[config.mk]
export PLATFORM = sky130hd
export DESIGN_NAME = lpc_regs
export DESIGN_NICKNAME = d
export VERILOG_FILES = /design/src/lpc_pkg.sv /design/src/lpc_event.sv /design/src/lpc_regs.sv
export VERILOG_INCLUDE_DIRS = /design/src /design/src/src
export SDC_FILE = /design/constraint.sdc
export NUM_CORES = 1
export LEC_CHECK = 0
export BUFFER_PORTS_ARGS = -buffer_cell sky130_fd_sc_hd__clkbuf_2
export CELL_PAD_IN_SITES_DETAIL_PLACEMENT = 1
export CELL_PAD_IN_SITES_GLOBAL_PLACEMENT = 1
export CORE_ASPECT_RATIO = 0.5
export CORE_MARGIN = 3
export CORE_UTILIZATION = 40
export DETAILED_ROUTE_END_ITERATION = 10
export HOLD_SLACK_MARGIN = 0.1
export PLACE_DENSITY = 0.77
export SYNTH_ARGS = -nofsm -noshare
export SYNTH_HDL_FRONTEND = slang
export SYNTH_SLANG_ARGS = --single-unit
[constraint.sdc]
create_clock -name CLOCK_I -period 4.4 [get_ports CLOCK_I]
set_clock_uncertainty 0.1 [all_clocks]
set_input_delay 0.44 -clock CLOCK_I [delete_from_list [all_inputs] [get_ports CLOCK_I]]
set_output_delay 0.44 -clock CLOCK_I [all_outputs]
set_load 0.05 [all_outputs]
[src/lpc_defines.svh]
// offsets, field positions, reset values and timing counts of the sensor register bank
`ifndef LPC_DEFINES_SVH
`define LPC_DEFINES_SVH

// ----------------------------------------------------------------
// bus address and register offsets
// ----------------------------------------------------------------
`define LPC_I2C_ADDR 7'h44
`define LPC_REG_ID 8'h00
`define LPC_REG_PROX 8'h01
`define LPC_REG_SENSE 8'h02
`define LPC_REG_IRC 8'h03
`define LPC_REG_INT 8'h04

// ----------------------------------------------------------------
// field positions
// ----------------------------------------------------------------
`define LPC_PROX_EN_BIT 5
`define LPC_PROXIMITY_SLEEP_SELECT_HI 4
`define LPC_PROXIMITY_SLEEP_SELECT_LO 2
`define LPC_EMIT_CUR_HI 1
`define LPC_EMIT_CUR_LO 0
`define LPC_ALG_BIT 7
`define LPC_OFFS_HI 6
`define LPC_OFFS_LO 3
`define LPC_LEN_BIT 2
`define LPC_RANGE_HI 1
`define LPC_RANGE_LO 0
`define LPC_TRIM_HI 4
`define LPC_TRIM_LO 0
`define LPC_PFLAG_BIT 7
`define LPC_PPRST_HI 6
`define LPC_PPRST_LO 5
`define LPC_BOUT_BIT 4
`define LPC_LFLAG_BIT 3
`define LPC_LPRST_HI 2
`define LPC_LPRST_LO 1
`define LPC_COMB_BIT 0

// ----------------------------------------------------------------
// reset values
// ----------------------------------------------------------------
`define LPC_PROX_RST 8'h00
`define LPC_SENSE_RST 8'h00
`define LPC_IRC_RST 8'h00
`define LPC_INT_RST 8'h10
// identification code, arbitrary value
`define LPC_ID_CODE 5'h0A

// ----------------------------------------------------------------
// timing
// ----------------------------------------------------------------
`define LPC_CLK_HZ 50000000
`define LPC_EMIT_US 200
`define LPC_SLEEP0_MS 800
`define LPC_SLEEP1_MS 200
`define LPC_SLEEP2_MS 100
`define LPC_EMIT_CYC (`LPC_EMIT_US * (`LPC_CLK_HZ / 1000000))
`define LPC_SLEEP0_CYC (`LPC_SLEEP0_MS * (`LPC_CLK_HZ / 1000))
`define LPC_SLEEP1_CYC (`LPC_SLEEP1_MS * (`LPC_CLK_HZ / 1000))
`define LPC_SLEEP2_CYC (`LPC_SLEEP2_MS * (`LPC_CLK_HZ / 1000))

`endif

[src/lpc_pkg.sv]
// types of the sensor register bank
package lpc_pkg;

  // ----------------------------------------------------------------
  // serial slave states
  // ----------------------------------------------------------------
  typedef enum logic [4:0] {
    LPC_S_IDLE = 5'b00001,
    LPC_S_RX = 5'b00010,
    LPC_S_ACK = 5'b00100,
    LPC_S_TX = 5'b01000,
    LPC_S_MACK = 5'b10000
  } lpc_i2c_st_t;

  // ----------------------------------------------------------------
  // emitter sequencer states
  // ----------------------------------------------------------------
  typedef enum logic [2:0] {
    LPC_E_OFF = 3'b001,
    LPC_E_PULSE = 3'b010,
    LPC_E_SLEEP = 3'b100
  } lpc_emit_st_t;

endpackage

[src/lpc_event.sv]
// threshold compare, algorithm choice and persistence count for one sensing channel
`timescale 1ns/1ps
module lpc_event #(
  parameter int W = 8
) (
  // clock and reset
  input wire logic clk_i,
  input wire logic rst_i,
  // conversion result and thresholds
  input wire logic done_i,
  input wire logic [W-1:0] data_i,
  input wire logic [W-1:0] tl_i,
  input wire logic [W-1:0] th_i,
  // setup
  input wire logic window_i,
  input wire logic [1:0] prst_i,
  // one-cycle event pulse
  output logic hit_o
);

  logic hyst_r, hyst_nxt;
  logic [3:0] cnt_r, cnt_nxt;
  logic hit_r, hit_nxt;
  logic cond;
  logic [3:0] need;

  always_comb begin
    hyst_nxt = hyst_r;
    cnt_nxt = cnt_r;
    hit_nxt = 1'b0;
    // RQ14: window or hysteresis
    if (window_i) begin
      cond = (data_i < tl_i) || (data_i > th_i);
    end else begin
      cond = (data_i > th_i) || (hyst_r && (data_i >= tl_i));
    end
    // RQ5: 1, 2, 4 or 8 in a row
    need = 4'h1 << prst_i;
    if (done_i) begin
      if (!window_i) begin
        hyst_nxt = cond;
      end
      if (cond) begin
        // saturate so a long run fires only once
        cnt_nxt = (cnt_r == 4'h8) ? cnt_r : cnt_r + 4'h1;
        hit_nxt = ((cnt_r + 4'h1) == need);
      end else begin
        cnt_nxt = 4'h0;
      end
    end
  end

  always_ff @(posedge clk_i) begin
    if (rst_i) begin
      hyst_r <= 1'b0;
      cnt_r <= 4'h0;
      hit_r <= 1'b0;
    end else begin
      hyst_r <= hyst_nxt;
      cnt_r <= cnt_nxt;
      hit_r <= hit_nxt;
    end
  end

  assign hit_o = hit_r;

endmodule

[src/lpc_regs.sv]
// serial-bus register bank, emitter sequencer and interrupt pin of the light/proximity sensor
`timescale 1ns/1ps
`include "lpc_defines.svh"

// What this block does
// RQ1: sleep select sets 800/200/100 ms interval
// RQ2: sensing bit 2 enables light conversions
// RQ3: range bits pick 62.5 to 2000 lux
// RQ4: five-bit IR trim, upper bits reserved
// RQ5: proximity persistence 1, 2, 4, 8 events
// RQ6: light persistence 1, 2, 4, 8 events
// RQ7: bit 7 flags pending proximity event
// RQ8: bit 3 flags pending light event
// RQ9: brown-out flag bit 4, resets to one
// RQ10: bit 0 combines events as AND/OR
// RQ11: emitter pulses 200 us per conversion
// RQ12: current select; emitter released when idle
// RQ13: brown-out no interrupt; host writes zero
// RQ14: algorithm bit picks window or hysteresis
// RQ15: proximity offset stored and subtracted from result
module lpc_regs
  import lpc_pkg::*;
#(
  parameter int unsigned EMIT_CYC = `LPC_EMIT_CYC,
  parameter int unsigned SLEEP0_CYC = `LPC_SLEEP0_CYC,
  parameter int unsigned SLEEP1_CYC = `LPC_SLEEP1_CYC,
  parameter int unsigned SLEEP2_CYC = `LPC_SLEEP2_CYC
) (
  // clock and reset
  input wire logic CLOCK_I,
  input wire logic RESET_I,
  // serial bus
  input wire logic SCL_I,
  input wire logic SDA_I,
  output logic SDA_O,
  output logic SDA_OE_N_O,
  // emitter
  output logic EMIT_OE_N_O,
  output logic [1:0] EMIT_CURRENT_O,
  // light channel setup
  output logic LIGHT_EN_O,
  output logic [1:0] LIGHT_RANGE_O,
  output logic [4:0] LIGHT_IR_TRIM_O,
  // proximity conversion results
  input wire logic PROX_DONE_I,
  input wire logic [7:0] PROX_DATA_I,
  input wire logic [7:0] PROX_TL_I,
  input wire logic [7:0] PROX_TH_I,
  // light conversion results
  input wire logic LIGHT_DONE_I,
  input wire logic [11:0] LIGHT_DATA_I,
  input wire logic [11:0] LIGHT_TL_I,
  input wire logic [11:0] LIGHT_TH_I,
  // supply monitor and interrupt pin
  input wire logic BROWNOUT_I,
  output logic INT_N_O
);

  // ----------------------------------------------------------------
  // registers and state
  // ----------------------------------------------------------------
  logic scl_q_r, sda_q_r, scl_p_r, sda_p_r;
  lpc_i2c_st_t st_r, st_nxt;
  logic [2:0] bit_r, bit_nxt;
  logic full_r, full_nxt;
  logic [7:0] sh_r, sh_nxt;
  logic [1:0] idx_r, idx_nxt;
  logic rd_r, rd_nxt;
  logic mack_r, mack_nxt;
  logic [7:0] ptr_r, ptr_nxt;
  logic sda_oe_n_r, sda_oe_n_nxt;
  logic [5:0] prox_r, prox_nxt;
  logic [7:0] sense_r, sense_nxt;
  logic [4:0] irc_r, irc_nxt;
  logic pflag_r, pflag_nxt;
  logic lflag_r, lflag_nxt;
  logic bout_r, bout_nxt;
  logic [1:0] pprst_r, pprst_nxt;
  logic [1:0] lprst_r, lprst_nxt;
  logic comb_r, comb_nxt;
  logic int_n_r, int_n_nxt;
  lpc_emit_st_t est_r, est_nxt;
  logic [31:0] ecnt_r, ecnt_nxt;
  logic emit_oe_n_r, emit_oe_n_nxt;
  logic scl_rise, scl_fall, bus_start, bus_stop;
  logic p_hit, l_hit;
  logic [7:0] prox_corr;
  logic [3:0] offs;
  logic [31:0] sleep_cyc;
  logic [7:0] rbyte;

  // ----------------------------------------------------------------
  // bus line edges
  // ----------------------------------------------------------------
  assign scl_rise = scl_q_r & ~scl_p_r;
  assign scl_fall = ~scl_q_r & scl_p_r;
  assign bus_start = scl_q_r & scl_p_r & sda_p_r & ~sda_q_r;
  assign bus_stop = scl_q_r & scl_p_r & ~sda_p_r & sda_q_r;

  // ----------------------------------------------------------------
  // event channels
  // ----------------------------------------------------------------
  assign offs = sense_r[`LPC_OFFS_HI:`LPC_OFFS_LO];
  // RQ15: offset removed, floored at zero
  assign prox_corr = (PROX_DATA_I > {4'h0, offs}) ? PROX_DATA_I - {4'h0, offs} : 8'h00;

  lpc_event #(.W(8)) u_prox_evt (
    .clk_i(CLOCK_I),
    .rst_i(RESET_I),
    .done_i(PROX_DONE_I),
    .data_i(prox_corr),
    .tl_i(PROX_TL_I),
    .th_i(PROX_TH_I),
    .window_i(sense_r[`LPC_ALG_BIT]),
    .prst_i(pprst_r),
    .hit_o(p_hit)
  );

  // RQ6: light channel persistence
  lpc_event #(.W(12)) u_light_evt (
    .clk_i(CLOCK_I),
    .rst_i(RESET_I),
    .done_i(LIGHT_DONE_I),
    .data_i(LIGHT_DATA_I),
    .tl_i(LIGHT_TL_I),
    .th_i(LIGHT_TH_I),
    .window_i(sense_r[`LPC_ALG_BIT]),
    .prst_i(lprst_r),
    .hit_o(l_hit)
  );

  // ----------------------------------------------------------------
  // read data
  // ----------------------------------------------------------------
  always_comb begin
    case (ptr_r)
      `LPC_REG_ID: rbyte = {`LPC_ID_CODE, 3'h0};
      `LPC_REG_PROX: rbyte = {2'h0, prox_r};
      `LPC_REG_SENSE: rbyte = sense_r;
      // RQ4: reserved bits read zero
      `LPC_REG_IRC: rbyte = {3'h0, irc_r};
      // RQ7: flags shown as stored
      `LPC_REG_INT: rbyte = {pflag_r, pprst_r, bout_r, lflag_r, lprst_r, comb_r};
      default: rbyte = 8'h00;
    endcase
  end

  // ----------------------------------------------------------------
  // serial slave and register file
  // ----------------------------------------------------------------
  always_comb begin
    st_nxt = st_r;
    bit_nxt = bit_r;
    full_nxt = full_r;
    sh_nxt = sh_r;
    idx_nxt = idx_r;
    rd_nxt = rd_r;
    mack_nxt = mack_r;
    ptr_nxt = ptr_r;
    sda_oe_n_nxt = sda_oe_n_r;
    prox_nxt = prox_r;
    sense_nxt = sense_r;
    irc_nxt = irc_r;
    pflag_nxt = pflag_r;
    lflag_nxt = lflag_r;
    bout_nxt = bout_r;
    pprst_nxt = pprst_r;
    lprst_nxt = lprst_r;
    comb_nxt = comb_r;
    if (bus_start) begin
      st_nxt = LPC_S_RX;
      bit_nxt = 3'h0;
      full_nxt = 1'b0;
      idx_nxt = 2'h0;
      sda_oe_n_nxt = 1'b1;
    end else if (bus_stop) begin
      st_nxt = LPC_S_IDLE;
      sda_oe_n_nxt = 1'b1;
    end else begin
      case (st_r)
        LPC_S_IDLE: begin
          sda_oe_n_nxt = 1'b1;
        end
        LPC_S_RX: begin
          if (scl_rise) begin
            sh_nxt = {sh_r[6:0], sda_q_r};
            bit_nxt = bit_r + 3'h1;
            full_nxt = (bit_r == 3'h7);
          end else if (scl_fall && full_r) begin
            full_nxt = 1'b0;
            st_nxt = LPC_S_ACK;
            sda_oe_n_nxt = 1'b0;
            if (idx_r == 2'h0) begin
              rd_nxt = sh_r[0];
              idx_nxt = 2'h1;
              if (sh_r[7:1] != `LPC_I2C_ADDR) begin
                st_nxt = LPC_S_IDLE;
                sda_oe_n_nxt = 1'b1;
              end
            end else if (idx_r == 2'h1) begin
              ptr_nxt = sh_r;
              idx_nxt = 2'h2;
            end else begin
              ptr_nxt = ptr_r + 8'h01;
              case (ptr_r)
                `LPC_REG_PROX: prox_nxt = sh_r[5:0];
                // RQ2: enable bit, range and offset stored
                `LPC_REG_SENSE: sense_nxt = sh_r;
                `LPC_REG_IRC: irc_nxt = sh_r[`LPC_TRIM_HI:`LPC_TRIM_LO];
                `LPC_REG_INT: begin
                  pprst_nxt = sh_r[`LPC_PPRST_HI:`LPC_PPRST_LO];
                  lprst_nxt = sh_r[`LPC_LPRST_HI:`LPC_LPRST_LO];
                  comb_nxt = sh_r[`LPC_COMB_BIT];
                  // RQ13: host writes zero to clear
                  if (!sh_r[`LPC_BOUT_BIT]) begin
                    bout_nxt = 1'b0;
                  end
                end
                default: begin
                end
              endcase
            end
          end
        end
        LPC_S_ACK: begin
          if (scl_fall) begin
            bit_nxt = 3'h0;
            if (rd_r) begin
              st_nxt = LPC_S_TX;
              sh_nxt = rbyte;
              sda_oe_n_nxt = rbyte[7];
              ptr_nxt = ptr_r + 8'h01;
              // reading status clears event flags
              if (ptr_r == `LPC_REG_INT) begin
                pflag_nxt = 1'b0;
                lflag_nxt = 1'b0;
              end
            end else begin
              st_nxt = LPC_S_RX;
              sda_oe_n_nxt = 1'b1;
            end
          end
        end
        LPC_S_TX: begin
          if (scl_fall) begin
            bit_nxt = bit_r + 3'h1;
            if (bit_r == 3'h7) begin
              st_nxt = LPC_S_MACK;
              sda_oe_n_nxt = 1'b1;
            end else begin
              sh_nxt = {sh_r[6:0], 1'b0};
              sda_oe_n_nxt = sh_r[6];
            end
          end
        end
        LPC_S_MACK: begin
          if (scl_rise) begin
            mack_nxt = ~sda_q_r;
          end else if (scl_fall) begin
            if (mack_r) begin
              st_nxt = LPC_S_TX;
              bit_nxt = 3'h0;
              sh_nxt = rbyte;
              sda_oe_n_nxt = rbyte[7];
              ptr_nxt = ptr_r + 8'h01;
              if (ptr_r == `LPC_REG_INT) begin
                pflag_nxt = 1'b0;
                lflag_nxt = 1'b0;
              end
            end else begin
              st_nxt = LPC_S_IDLE;
            end
          end
        end
        default: begin
          st_nxt = LPC_S_IDLE;
          sda_oe_n_nxt = 1'b1;
        end
      endcase
    end
    // RQ7: proximity event sets, wins over clear
    if (p_hit) begin
      pflag_nxt = 1'b1;
    end
    // RQ8: light event sets, wins over clear
    if (l_hit) begin
      lflag_nxt = 1'b1;
    end
    // RQ9: brown-out sets, wins over clear
    if (BROWNOUT_I) begin
      bout_nxt = 1'b1;
    end
  end

  always_ff @(posedge CLOCK_I) begin
    if (RESET_I) begin
      scl_q_r <= 1'b1;
      sda_q_r <= 1'b1;
      scl_p_r <= 1'b1;
      sda_p_r <= 1'b1;
      st_r <= LPC_S_IDLE;
      bit_r <= 3'h0;
      full_r <= 1'b0;
      sh_r <= 8'h00;
      idx_r <= 2'h0;
      rd_r <= 1'b0;
      mack_r <= 1'b0;
      ptr_r <= 8'h00;
      sda_oe_n_r <= 1'b1;
      prox_r <= 6'(`LPC_PROX_RST);
      sense_r <= `LPC_SENSE_RST;
      irc_r <= 5'(`LPC_IRC_RST);
      pflag_r <= 1'b0;
      lflag_r <= 1'b0;
      // RQ9: power-on value one
      bout_r <= 1'b1;
      pprst_r <= 2'h0;
      lprst_r <= 2'h0;
      comb_r <= 1'b0;
    end else begin
      scl_q_r <= SCL_I;
      sda_q_r <= SDA_I;
      scl_p_r <= scl_q_r;
      sda_p_r <= sda_q_r;
      st_r <= st_nxt;
      bit_r <= bit_nxt;
      full_r <= full_nxt;
      sh_r <= sh_nxt;
      idx_r <= idx_nxt;
      rd_r <= rd_nxt;
      mack_r <= mack_nxt;
      ptr_r <= ptr_nxt;
      sda_oe_n_r <= sda_oe_n_nxt;
      prox_r <= prox_nxt;
      sense_r <= sense_nxt;
      irc_r <= irc_nxt;
      pflag_r <= pflag_nxt;
      lflag_r <= lflag_nxt;
      bout_r <= bout_nxt;
      pprst_r <= pprst_nxt;
      lprst_r <= lprst_nxt;
      comb_r <= comb_nxt;
    end
  end

  // ----------------------------------------------------------------
  // emitter sequencer
  // ----------------------------------------------------------------
  // RQ1: interval from sleep select
  always_comb begin
    case (prox_r[`LPC_PROXIMITY_SLEEP_SELECT_HI:`LPC_PROXIMITY_SLEEP_SELECT_LO])
      3'h0: sleep_cyc = SLEEP0_CYC;
      3'h1: sleep_cyc = SLEEP1_CYC;
      // undefined codes fall back to the shortest interval
      default: sleep_cyc = SLEEP2_CYC;
    endcase
  end

  always_comb begin
    est_nxt = est_r;
    ecnt_nxt = ecnt_r;
    emit_oe_n_nxt = 1'b1;
    case (est_r)
      LPC_E_OFF: begin
        ecnt_nxt = 32'h0000_0000;
        if (prox_r[`LPC_PROX_EN_BIT]) begin
          est_nxt = LPC_E_PULSE;
          emit_oe_n_nxt = 1'b0;
        end
      end
      // RQ11: pulse for the emitter time
      LPC_E_PULSE: begin
        emit_oe_n_nxt = 1'b0;
        ecnt_nxt = ecnt_r + 32'h0000_0001;
        if (ecnt_r == EMIT_CYC - 1) begin
          est_nxt = LPC_E_SLEEP;
          ecnt_nxt = 32'h0000_0000;
          emit_oe_n_nxt = 1'b1;
        end
      end
      LPC_E_SLEEP: begin
        ecnt_nxt = ecnt_r + 32'h0000_0001;
        if (ecnt_r >= sleep_cyc - 1) begin
          est_nxt = LPC_E_PULSE;
          ecnt_nxt = 32'h0000_0000;
          emit_oe_n_nxt = 1'b0;
        end
      end
      default: begin
        est_nxt = LPC_E_OFF;
      end
    endcase
    // RQ12: released whenever not pulsing
    if (!prox_r[`LPC_PROX_EN_BIT]) begin
      est_nxt = LPC_E_OFF;
      ecnt_nxt = 32'h0000_0000;
      emit_oe_n_nxt = 1'b1;
    end
  end

  always_ff @(posedge CLOCK_I) begin
    if (RESET_I) begin
      est_r <= LPC_E_OFF;
      ecnt_r <= 32'h0000_0000;
      emit_oe_n_r <= 1'b1;
    end else begin
      est_r <= est_nxt;
      ecnt_r <= ecnt_nxt;
      emit_oe_n_r <= emit_oe_n_nxt;
    end
  end

  // ----------------------------------------------------------------
  // interrupt pin
  // ----------------------------------------------------------------
  // RQ10: and/or combine; RQ13: brown-out left out
  always_comb begin
    int_n_nxt = ~(comb_r ? (pflag_r & lflag_r) : (pflag_r | lflag_r));
  end

  always_ff @(posedge CLOCK_I) begin
    if (RESET_I) begin
      int_n_r <= 1'b1;
    end else begin
      int_n_r <= int_n_nxt;
    end
  end

  // ----------------------------------------------------------------
  // outputs
  // ----------------------------------------------------------------
  assign SDA_O = 1'b0;
  assign SDA_OE_N_O = sda_oe_n_r;
  assign EMIT_OE_N_O = emit_oe_n_r;
  // RQ12: drive current straight from setup
  assign EMIT_CURRENT_O = prox_r[`LPC_EMIT_CUR_HI:`LPC_EMIT_CUR_LO];
  assign LIGHT_EN_O = sense_r[`LPC_LEN_BIT];
  // RQ3: range select to converter
  assign LIGHT_RANGE_O = sense_r[`LPC_RANGE_HI:`LPC_RANGE_LO];
  assign LIGHT_IR_TRIM_O = irc_r;
  assign INT_N_O = int_n_r;

endmodule

==> impl_metrics.py, run 1 <==
metrics = {
    "outcome": {
        "status": "finished, final reports clean",
    },
    "route": {
        "drtPass1Iterations": 5,
        "ant_nets": 0,
        "drc": 0,
        "drt_wl_total_um": 20900,
        "drt_iter0_markers": 284,
        "wire_per_inst_um": 17.1,
        "via_count": 6932,
        "vias_per_cell": 5.66,
    },
    "worst_setup_path": {
        "cp_slowest_cell": "dfxtp_1",
        "r2r-start": "sense_r[4]$_SDFFE_PP0P_",
        "cp.required_ns": 4.55,
        "cp_cell_sequence": "inv_1, ha_1, nor2b_1, o21ai_0, nand2b_1, a21o_1, nor4_1, nand3_1, o21ai_0, ha_1, and4_1, nand4_1, o21ai_0, maj3_1, a21oi_1, nor2_1, a211oi_1",
        "cp_common_cell": "o21ai_0",
        "cp-end-kind": "register",
        "cp-startpoint": "sense_r[4]$_SDFFE_PP0P_",
        "crit_arrival_ns": 3.94,
        "critPathMaxStageDelay_ns": 0.40,
        "crit_type": "reg2reg",
        "cp_max_fo": 4,
        "crit_path_start_kind": "register",
    },
    "floorplan": {
        "initial_core_util_pct": 41.9,
        "dieWidth_um": 199,
        "die_y_um": 103,
        "fp-row-count": 34,
        "design.die.area_um2": 20500,
        "ios": 81,
        "coreArea_um2": 17900,
    },
    "cts": {
        "root_buffer": "clkbuf_16",
        "insertion_delay_ns": 0.35,
        "clk_path_buf_depth": 2,
        "clk_pin_slew_ns": 0.07,
        "cts_tree": "yes",
        "cts.sinks": 110,
        "cts-resized-gates": 0,
        "ctsHoldBuffers": 0,
        "cts_made_buffers": 9,
        "htreeDepth": 3,
        "cts_setup_buffers": 0,
    },
    "finish": {
        "synthToLayoutAreaGrowth_pct": 10.7,
        "fill_cells": 2218,
        "layout.cells.non_filler": 1224,
        "drive_gt1_share_pct": 12.7,
        "fin_nets": 1125,
        "mostFrequentLayoutCells": "110 x dfxtp_1, 102 x nor2_1, 79 x clkbuf_2",
        "final_common_cell": "dfxtp_1",
        "diodes": 0,
    },
    "synthesis": {
        "synth_edf_count": 0,
        "synth.distinct_cells": 78,
        "yosys_warnings": 0,
        "async_flop_share_pct": 0,
        "ys_seq_area_share_pct": 29.4,
        "synth_top_flop_cell": "dfxtp_1",
        "synth_cells": 936,
        "netlist_area_um2": 7490,
        "syn_nets": 1074,
        "postSynthAreaPerCell_um2": 8.00,
        "ys_seq_elements": 110,
    },
    "pwr": {
        "p_sw_share_pct": 24.4,
        "p_per_area_nw_per_um2": 259,
        "clkPwrFrac_pct": 40.8,
        "pwr-share-seq_pct": 47.6,
        "power.total_w": 0.00215,
        "p_int_w": 0.00163,
        "ir_drop_v": 0.000223,
        "p_leak_nw": 3.32,
        "p_sw_w": 0.000525,
        "combPwrFrac_pct": 11.6,
    },
    "timing": {
        "finalSetupViolCount": 0,
        "post-route-period-util_pct": 86.0,
        "fmaxAchievable_mhz": 264,
        "fin_crit_ns": 3.78,
        "relSlewSlack_pct": 24.4,
        "finalHoldViolCount": 0,
        "grt_setup_unrepaired": "no",
        "setup_tns_ns": 0,
        "slew_violations": 0,
        "tightest_slew_ns": 1.13,
    },
    "placement": {
        "port_buffers": 79,
        "hpwl_um": 15900,
        "place_congestion": 0.855,
        "placed_cells": 1210,
    },
    "grt": {
        "grt_max_degree": 68,
        "antenna_found_initial": 0,
        "grt-ovfl-total": 0,
        "groute.usage.overall_pct": 20.3,
        "grt_pass1_vias": 6985,
        "grt_first_pass_wirelength_um": 34100,
    },
    "run": {
        "max-cap-violations": 0,
    },
    "worst_hold_path": {
        "hold_path_class": "in2reg",
        "hp-start": "SDA_I",
    },
}
==> layer usage <==
layer	wire, µm	track usage [%]
met2	10000	37.2
met3	568	2.81
met5	0	0
met1	10200	26.3
met4	144	3.32
==> metrics by stage <==
step | utilization (%) | hold slack [ns] | setup WS [ns] | instance area [µm²]
after global placement | 44.7 | 0.333 | 0.691 | 7980
after detailed placement | 44.7 | 0.338 | 0.493 | 7980
after global routing | 46.4 | 0.172 | 0.243 | 8290
after floorplan | - | 0.313 | 1.01 | 7490
final | 46.4 | 0.177 | 0.617 | 8290
after CTS | 46.4 | 0.169 | 0.616 | 8290
==> worst max-delay path: cells and delay by family (launching register included) <==
family,cells,cell delay (ns)
buffers and inverters,1,0.06
flip-flops,1,0.40
AND/OR/NAND/NOR,7,1.06
AO/OA/AOI/OAI,6,1.05
adder cells (fa/ha/maj),3,1.00
==> cell usage after synthesis, types with 5 or more instances <==
cell      instances  area [µm²]
nor4b_1           5        43.8
nor3b_1           5        37.5
and3_1           15        93.8
nor4_1           10        62.6
buf_2             8        40.0
dfxtp_1         110        2200
o21ai_0          49         245
nor2b_1          19         119
o21ai_1           8        40.0
a22o_1            7        61.3
a31oi_1          16         100
nand2b_1         25         156
inv_1            67         251
mux2i_1          31         310
nand4_1          16         100
or2_2             9        56.3
nand2_1          64         240
buf_4             8        60.1
and2_1            7        43.8
nor2_1          102         383
a21o_1           14         105
ha_1             70         876
a41oi_1           5        43.8
o22ai_1           5        31.3
clkbuf_1         21        78.8
buf_6             5        56.3
a21oi_1          66         330
nand3_1          30         150
xnor2_1           8        70.1
or3_1             7        43.8
a211oi_1         17         128
a22oi_1          18         135
nor3_1           13        65.1
==> logic make-up (layout without fill, tap and decap cells) <==
group / Yosys count / in the layout / share of synthesized area [%]
simple gates: 349 / 349 / 24.0
compound gates: 250 / 250 / 22.1
flops: 110 / 110 / 29.4
buf+inv: 109 / 163 / 6.50
fa+ha+maj: 73 / 73 / 12.2
mux: 32 / 32 / 4.29
xor+xnor: 12 / 12 / 1.40
other cells: 1 / 1 / 0.0501
==> worst paths after layout <==
path	to	slack (ns)	cells after the start
min reg2reg	bout_r$_SDFFE_PP1P_	0.37	1
max reg2reg	u_prox_evt.hyst_r$_SDFFE_PP0P_	0.62	17
max	u_prox_evt.hyst_r$_SDFFE_PP0P_	0.62	17
min	sda_q_r$_SDFF_PP1_	0.18	2
==> sequential cells by signal, indices dropped and copies added, names as in the netlist, 2 cells and up <==
register,cells
sh_r,8
sense_r,8
pprst_r,2
bit_r,3
ptr_r,8
ecnt_r,32
lprst_r,2
prox_r,6
idx_r,2
est_r,3
st_r,5
u_prox_evt.cnt_r,4
LIGHT_IR_TRIM_O,5
u_light_evt.cnt_r,4
==> power groups by stage <==
stage / Clock, W / Combinational (W) / Sequential, W
floorplan: 0 / 0.000168 / 0.00104
global placement: 0 / 0.000238 / 0.00105
detailed placement: 0 / 0.000249 / 0.00105
CTS: 0.000899 / 0.000251 / 0.00102
global route: 0.000945 / 0.000283 / 0.00103
finish: 0.000877 / 0.000250 / 0.00102
==> final cells by class <==
class | instances | area [µm²] | share of cell area (%)
Tap cell | 234 | 293 | 3.53
Multi-Input combinational cell | 717 | 4800 | 57.9
Inverter | 67 | 251 | 3.03
Timing Repair Buffer | 82 | 430 | 5.19
Clock buffer | 10 | 239 | 2.88
Sequential cell | 110 | 2200 | 26.6
Clock inverter | 4 | 72.6 | 0.875
Note: power is estimated with default switching activity, not from simulation.
==> run 2, diff against run 1 <==
BUFFER_PORTS_ARGS = not set   (was -buffer_cell sky130_fd_sc_hd__clkbuf_2)
DONT_BUFFER_PORTS = 1   (was not set)
PLACE_DENSITY = 0.72   (was 0.77)
==> impl_metrics.py, run 2 (same netlist as run 1, synthesis figures left out) <==
metrics = {
    "floorplan": {
        "ios": 81,
        "coreArea_um2": 17900,
        "fp-row-count": 34,
        "dieWidth_um": 199,
        "die_y_um": 103,
        "design.die.area_um2": 20500,
        "initial_core_util_pct": 41.9,
    },
    "worst_setup_path": {
        "crit_arrival_ns": 3.81,
        "cp.required_ns": 4.55,
        "cp_max_fo": 5,
        "crit_type": "reg2reg",
        "cp-end-kind": "register",
        "crit_path_start_kind": "register",
    },
    "finish": {
        "drive_gt1_share_pct": 5.54,
        "fin_nets": 1053,
        "largest_register": "ecnt_r",
        "fill_cells": 2148,
        "mostFrequentLayoutCells": "110 x dfxtp_1, 102 x nor2_1, 70 x ha_1",
        "diodes": 0,
        "final_common_cell": "dfxtp_1",
        "largest_reg_flops": 32,
        "synthToLayoutAreaGrowth_pct": 6.20,
    },
    "timing": {
        "grt_setup_unrepaired": "no",
        "relSlewSlack_pct": 27.2,
        "tightest_slew_ns": 1.09,
        "post-route-period-util_pct": 83.2,
        "fin_crit_ns": 3.66,
        "finalSetupViolCount": 0,
        "setup_tns_ns": 0,
        "slew_violations": 0,
        "finalHoldViolCount": 0,
        "fmaxAchievable_mhz": 273,
    },
    "pwr": {
        "p_per_area_nw_per_um2": 256,
        "ir_drop_v": 0.000199,
        "power.total_w": 0.00203,
        "p_leak_nw": 3.01,
    },
    "cts": {
        "cts.sinks": 110,
        "clk_path_buf_depth": 2,
        "clk_pin_slew_ns": 0.08,
        "root_buffer": "clkbuf_16",
        "cts_tree": "yes",
        "insertion_delay_ns": 0.36,
        "cts_made_buffers": 9,
        "htreeDepth": 3,
    },
    "grt": {
        "grt-ovfl-total": 0,
        "grt_max_degree": 62,
        "groute.usage.overall_pct": 20.6,
        "grt_pass1_vias": 6885,
        "antenna_found_initial": 0,
        "grt_first_pass_wirelength_um": 34200,
    },
    "route": {
        "drtPass1Iterations": 5,
        "routed.top_layer": "met4",
        "drt_iter0_markers": 295,
        "wl_met2_um": 9520,
        "drc": 0,
        "route.met3.wl_um": 673,
        "via_count": 6706,
        "ant_nets": 0,
        "met1_length_um": 10400,
        "vias_per_cell": 5.81,
        "drt_wl_total_um": 20800,
        "wire_per_inst_um": 18.1,
    },
    "placement": {
        "port_buffers": 0,
        "hpwl_um": 15700,
        "place_congestion": 0.839,
    },
    "run": {
        "max-cap-violations": 0,
    },
    "outcome": {
        "status": "finished, final reports clean",
    },
    "worst_hold_path": {
        "hold_path_class": "in2reg",
    },
}
-- run 2: routing by layer --
layer	vias to the layer above	GRT usage (%)
met2	111	35.9
met1	3239	27.2
met4	0	4.87
met3	22	3.20
li1	3334	-
met5	-	0
-- run 2: worst paths after layout --
kind                                startpoint                                to  slack, ns  cells after the start
setup reg to reg       sense_r[5]$_SDFFE_PP0P_  u_prox_evt.cnt_r[1]$_SDFFE_PP0P_       0.74                     16
setup / recovery       sense_r[5]$_SDFFE_PP0P_  u_prox_evt.cnt_r[1]$_SDFFE_PP0P_       0.74                     16
hold reg to reg   u_light_evt.hit_o$_SDFF_PP0_              lflag_r$_SDFFE_PP0P_       0.36                      2
hold / removal                         RESET_I      u_light_evt.hit_o$_SDFF_PP0_       0.14                      2
-- run 2: repair_timing --
item | in CTS | in global routing
buffers inserted | 0 | 0
resized for setup | 0 | 0
hold endpoints to repair | 63 | 0
hold buffers | 6 | 0
-- run 2: layout make-up --
cell class / count / area, µm² / share of cell area [%]
Timing Repair Buffer: 10 / 120 / 1.51
Sequential cell: 110 / 2200 / 27.7
Tap cell: 234 / 293 / 3.68
Inverter: 67 / 251 / 3.16
Clock inverter: 7 / 48.8 / 0.614
Clock buffer: 9 / 225 / 2.83
Multi-Input combinational cell: 717 / 4810 / 60.5
-- run 2: report_power, final --
group          total, W  internal, W  switching, W
Sequential      0.00103      0.00101     0.0000183
Combinational  0.000216    0.0000956      0.000121
Clock          0.000793     0.000387      0.000406
-- run 2: critical path, cell delays in order (launching register included) --
cell and delay [ns]:
dfxtp_1 0.38, inv_1 0.06, ha_1 0.32, nor2b_1 0.16
o21a_1 0.17, nor2_1 0.20, a21oi_1 0.11, nor2b_1 0.31
nor2_1 0.13, ha_1 0.31, and4_1 0.24, o221ai_1 0.13
o211ai_1 0.16, a41oi_1 0.10, a221oi_1 0.41, a22o_1 0.21
a21oi_1 0.06
-- run 2: stage by stage --
step	hold slack, ns	setup WS [ns]	utilization, %	cells	cell area, µm²
2_1_floorplan	0.313	1.01	-	936	7490
3_3_place_gp	0.321	0.818	42.5	1132	7600
3_5_place_dp	0.342	0.674	42.5	1132	7600
4_1_cts	0.125	0.749	44.5	1154	7950
5_1_grt	0.139	0.403	44.5	1154	7950
6_report	0.144	0.739	44.5	1154	7950
==> run 3, diff against run 2 <==
ABC_AREA = 1   (was not set)
PLACE_DENSITY = 0.77   (was 0.72)
clock period = 3.3 ns   (was 4.4 ns; I/O delays follow)
==> impl_metrics.py, run 3 <==
metrics = {
    "worst_setup_path": {
        "cp_max_fo": 6,
        "cp-end-kind": "register",
        "crit_path_start_kind": "register",
        "cp_cell_sequence": "inv_1, ha_4, nand2_2, o21ai_2, nand2_1, inv_1, nor2_2, inv_1, nor3_2, nor3_2, ha_1, a21oi_2, nor2_1, a211oi_2, nand3_1, nand2_1, nand3_2, nand2_2, nand2_4, nand2_1, nand2_1, nor2_1",
        "critPathMaxStageDelay_ns": 0.35,
        "cp.required_ns": 3.50,
        "endpoint": "u_prox_evt.cnt_r[3]$_SDFFE_PP0P_",
        "crit_type": "reg2reg",
        "cp-startpoint": "sense_r[4]$_SDFFE_PP0P_",
        "cp_slowest_cell": "dfxtp_2",
        "crit_arrival_ns": 3.36,
        "r2r-start": "sense_r[4]$_SDFFE_PP0P_",
        "r2r_slack_ns": 0.14,
        "cp_common_cell": "nand2_1",
        "rr_endpoint": "u_prox_evt.cnt_r[3]$_SDFFE_PP0P_",
        "r2r_cells": 22,
    },
    "synthesis": {
        "synth_compound_area_share_pct": 17.1,
        "postSynthAreaPerCell_um2": 6.65,
        "ys_top_cells_by_count": "239 x nand2_1, 191 x inv_1, 111 x a21oi_1, 110 x dfxtp_1, 105 x nor2_1",
        "synth_top_flop_cell": "dfxtp_1",
        "synthSimpleGateAreaFrac_pct": 28.9,
        "synth.distinct_cells": 51,
        "yosysTopAreaCell": "dfxtp_1",
        "synth_edf_count": 0,
        "netlist_area_um2": 7740,
        "ys_top_cells_by_area": "dfxtp_1 28%, nand2_1 12%, ha_1 11%",
        "synth_cells": 1165,
        "ys_seq_area_share_pct": 28.4,
        "synth_top_area_share_pct": 28.4,
        "syn_nets": 1303,
        "synth.most_common_cell": "nand2_1",
        "synth_top_family_by_area": "simple AND/OR/NAND/NOR gates",
        "synthAdderAreaFrac_pct": 11.6,
        "ys_seq_elements": 110,
        "yosys.area_share.xor_xnor_pct": 2.83,
        "muxShareOfSynthArea_pct": 0,
        "yosys_warnings": 0,
        "async_flop_share_pct": 0,
    },
    "route": {
        "drt_wl_total_um": 23800,
        "vias_per_cell": 5.36,
        "drtPass1Iterations": 5,
        "via_count": 7734,
        "ant_nets": 0,
        "drc": 0,
        "wire_per_inst_um": 16.5,
        "drt_iter0_markers": 287,
    },
    "grt": {
        "antenna_found_initial": 1,
        "groute.usage.overall_pct": 22.0,
        "grt_max_degree": 48,
        "grt-ovfl-total": 0,
        "grt_first_pass_wirelength_um": 39000,
        "grt_pass1_vias": 7997,
    },
    "finish": {
        "largest_reg_flops": 32,
        "synthToLayoutAreaGrowth_pct": 11.0,
        "fin_util_pct": 46.0,
        "drive_gt1_share_pct": 8.71,
        "largest_register": "ecnt_r",
        "fin_nets": 1315,
        "layout.cells.non_filler": 1442,
        "final_common_cell": "nand2_1",
        "fill_cells": 2509,
        "mostFrequentLayoutCells": "234 x nand2_1, 190 x inv_1, 109 x a21oi_1",
    },
    "pwr": {
        "combPwrFrac_pct": 21.2,
        "p_int_w": 0.00214,
        "p_sw_w": 0.00105,
        "power.total_w": 0.00319,
        "clkPwrFrac_pct": 32.8,
        "p_per_area_nw_per_um2": 372,
        "p_sw_share_pct": 33.0,
        "pwr-share-seq_pct": 46.0,
        "ir_drop_v": 0.000209,
        "p_leak_nw": 3.88,
    },
    "timing": {
        "relSlewSlack_pct": 36.0,
        "grt_setup_unrepaired": "yes",
        "fmaxAchievable_mhz": 317,
        "fin_crit_ns": 3.16,
        "finalSetupViolCount": 0,
        "finalHoldViolCount": 0,
        "setup_tns_ns": 0,
        "post-route-period-util_pct": 95.6,
        "tightest_slew_ns": 0.957,
        "slew_violations": 0,
    },
    "run": {
        "max-cap-violations": 0,
    },
    "placement": {
        "placed_cells": 1414,
        "hpwl_um": 18000,
        "port_buffers": 0,
        "place_congestion": 0.885,
    },
    "floorplan": {
        "die_y_um": 104,
        "coreArea_um2": 18700,
        "design.die.area_um2": 21200,
        "initial_core_util_pct": 41.4,
        "dieWidth_um": 203,
        "ios": 81,
        "fp-row-count": 35,
    },
    "worst_hold_path": {
        "hold_path_class": "in2reg",
    },
    "outcome": {
        "status": "finished, final reports clean",
    },
    "cts": {
        "clk_pin_slew_ns": 0.07,
        "ctsHoldBuffers": 7,
        "insertion_delay_ns": 0.37,
        "cts.sinks": 110,
        "cts_tree": "yes",
        "cts_made_buffers": 9,
        "root_buffer": "clkbuf_16",
        "clk_path_buf_depth": 2,
        "htreeDepth": 3,
    },
}
[run 3: cell count changes in the layout (fill, tap and decap cells not counted), sizes merged, moves of 15 or more]
cell,previous run,this run
nand2,64,241
nand2b,25,0
xor2,4,19
a21oi,69,111
inv,69,198
nor2b,19,0
o21ai,57,80
nand4,16,34
mux2i,31,0
nor3,14,35
nand3,31,49
buf,5,20
[run 3: cells by family after synthesis]
| family | count (synthesis) |
|---|---|
| AND/OR/NAND/NOR | 496 |
| AO/OA/AOI/OAI | 238 |
| buffers and inverters | 224 |
| flip-flops | 110 |
| adder cells (fa/ha/maj) | 71 |
| XOR/XNOR | 25 |
| other | 1 |
[run 3: layout make-up]
cell class              count  area, µm²  share of cell area (%)
repair buffers             27        233                    2.71
clock inverters             7       48.8                   0.568
multi-input cells         831       4810                    56.0
flip-flops and latches    110       2200                    25.7
diodes                      1       2.50                  0.0291
inverters                 198        743                    8.65
clock buffers               9        225                    2.62
well taps                 259        324                    3.77
[run 3: routing by layer]
metal	global-route usage, %	part of all wire [%]	wire [µm]	up-vias
met5	0	0	0	-
met4	4.54	0.98	234	0
met3	4.19	3.3	797	20
met2	39.7	50	11800	118
met1	27.2	46	11000	3733
li1	-	-	-	3863
[run 3: worst min path at each step]
stage / startpoint / slack [ns] / to / cells after the start
floorplan: u_light_evt.hit_o$_SDFF_PP0_ / 0.31 / lflag_r$_SDFFE_PP0P_ / 2
global placement: RESET_I / 0.31 / u_light_evt.cnt_r[3]$_SDFFE_PP0P_ / 1
detailed placement: RESET_I / 0.31 / u_light_evt.cnt_r[0]$_SDFFE_PP0P_ / 1
CTS: PROX_DONE_I / 0.12 / u_prox_evt.cnt_r[0]$_SDFFE_PP0P_ / 4
global route: PROX_DONE_I / 0.1 / u_prox_evt.cnt_r[1]$_SDFFE_PP0P_ / 3
finish: PROX_DONE_I / 0.08 / u_prox_evt.cnt_r[3]$_SDFFE_PP0P_ / 3
[run 3: worst max-delay path, delay by kind of cell (launching register included)]
family | cells | cell delay, ns
buffers and inverters | 3 | 0.27
AND/OR/NAND/NOR | 14 | 1.26
AO/OA/AOI/OAI | 3 | 0.56
adder cells (fa/ha/maj) | 2 | 0.57
flip-flops | 1 | 0.35
[run 3: per-stage QoR]
stage               setup slack [ns]  cell area, µm²  hold slack [ns]
CTS                          0.00605            8440            0.123
global route                  -0.156            8590           0.0969
finish                         0.144            8590           0.0804
detailed placement            -0.116            8080            0.307
floorplan                      0.218            7740            0.313
global placement              0.0297            8080            0.306
[run 3: power by group through the flow]
stage	clock (W)	combinational (W)	sequential [W]
6_report	0.00105	0.000676	0.00147
5_1_grt	0.00113	0.000770	0.00148
4_1_cts	0.00108	0.000646	0.00147
3_5_place_dp	0	0.000626	0.00150
3_3_place_gp	0	0.000596	0.00150
2_1_floorplan	0	0.000470	0.00148
[run 3: timing repair]
item | 4_1_cts | 5_1_grt
pin swaps | 0 | 19
endpoints found under the setup margin | 3 | 21
endpoints found under the hold margin | 20 | 1
gates resized for setup | 3 | 32
setup buffers | 0 | 4
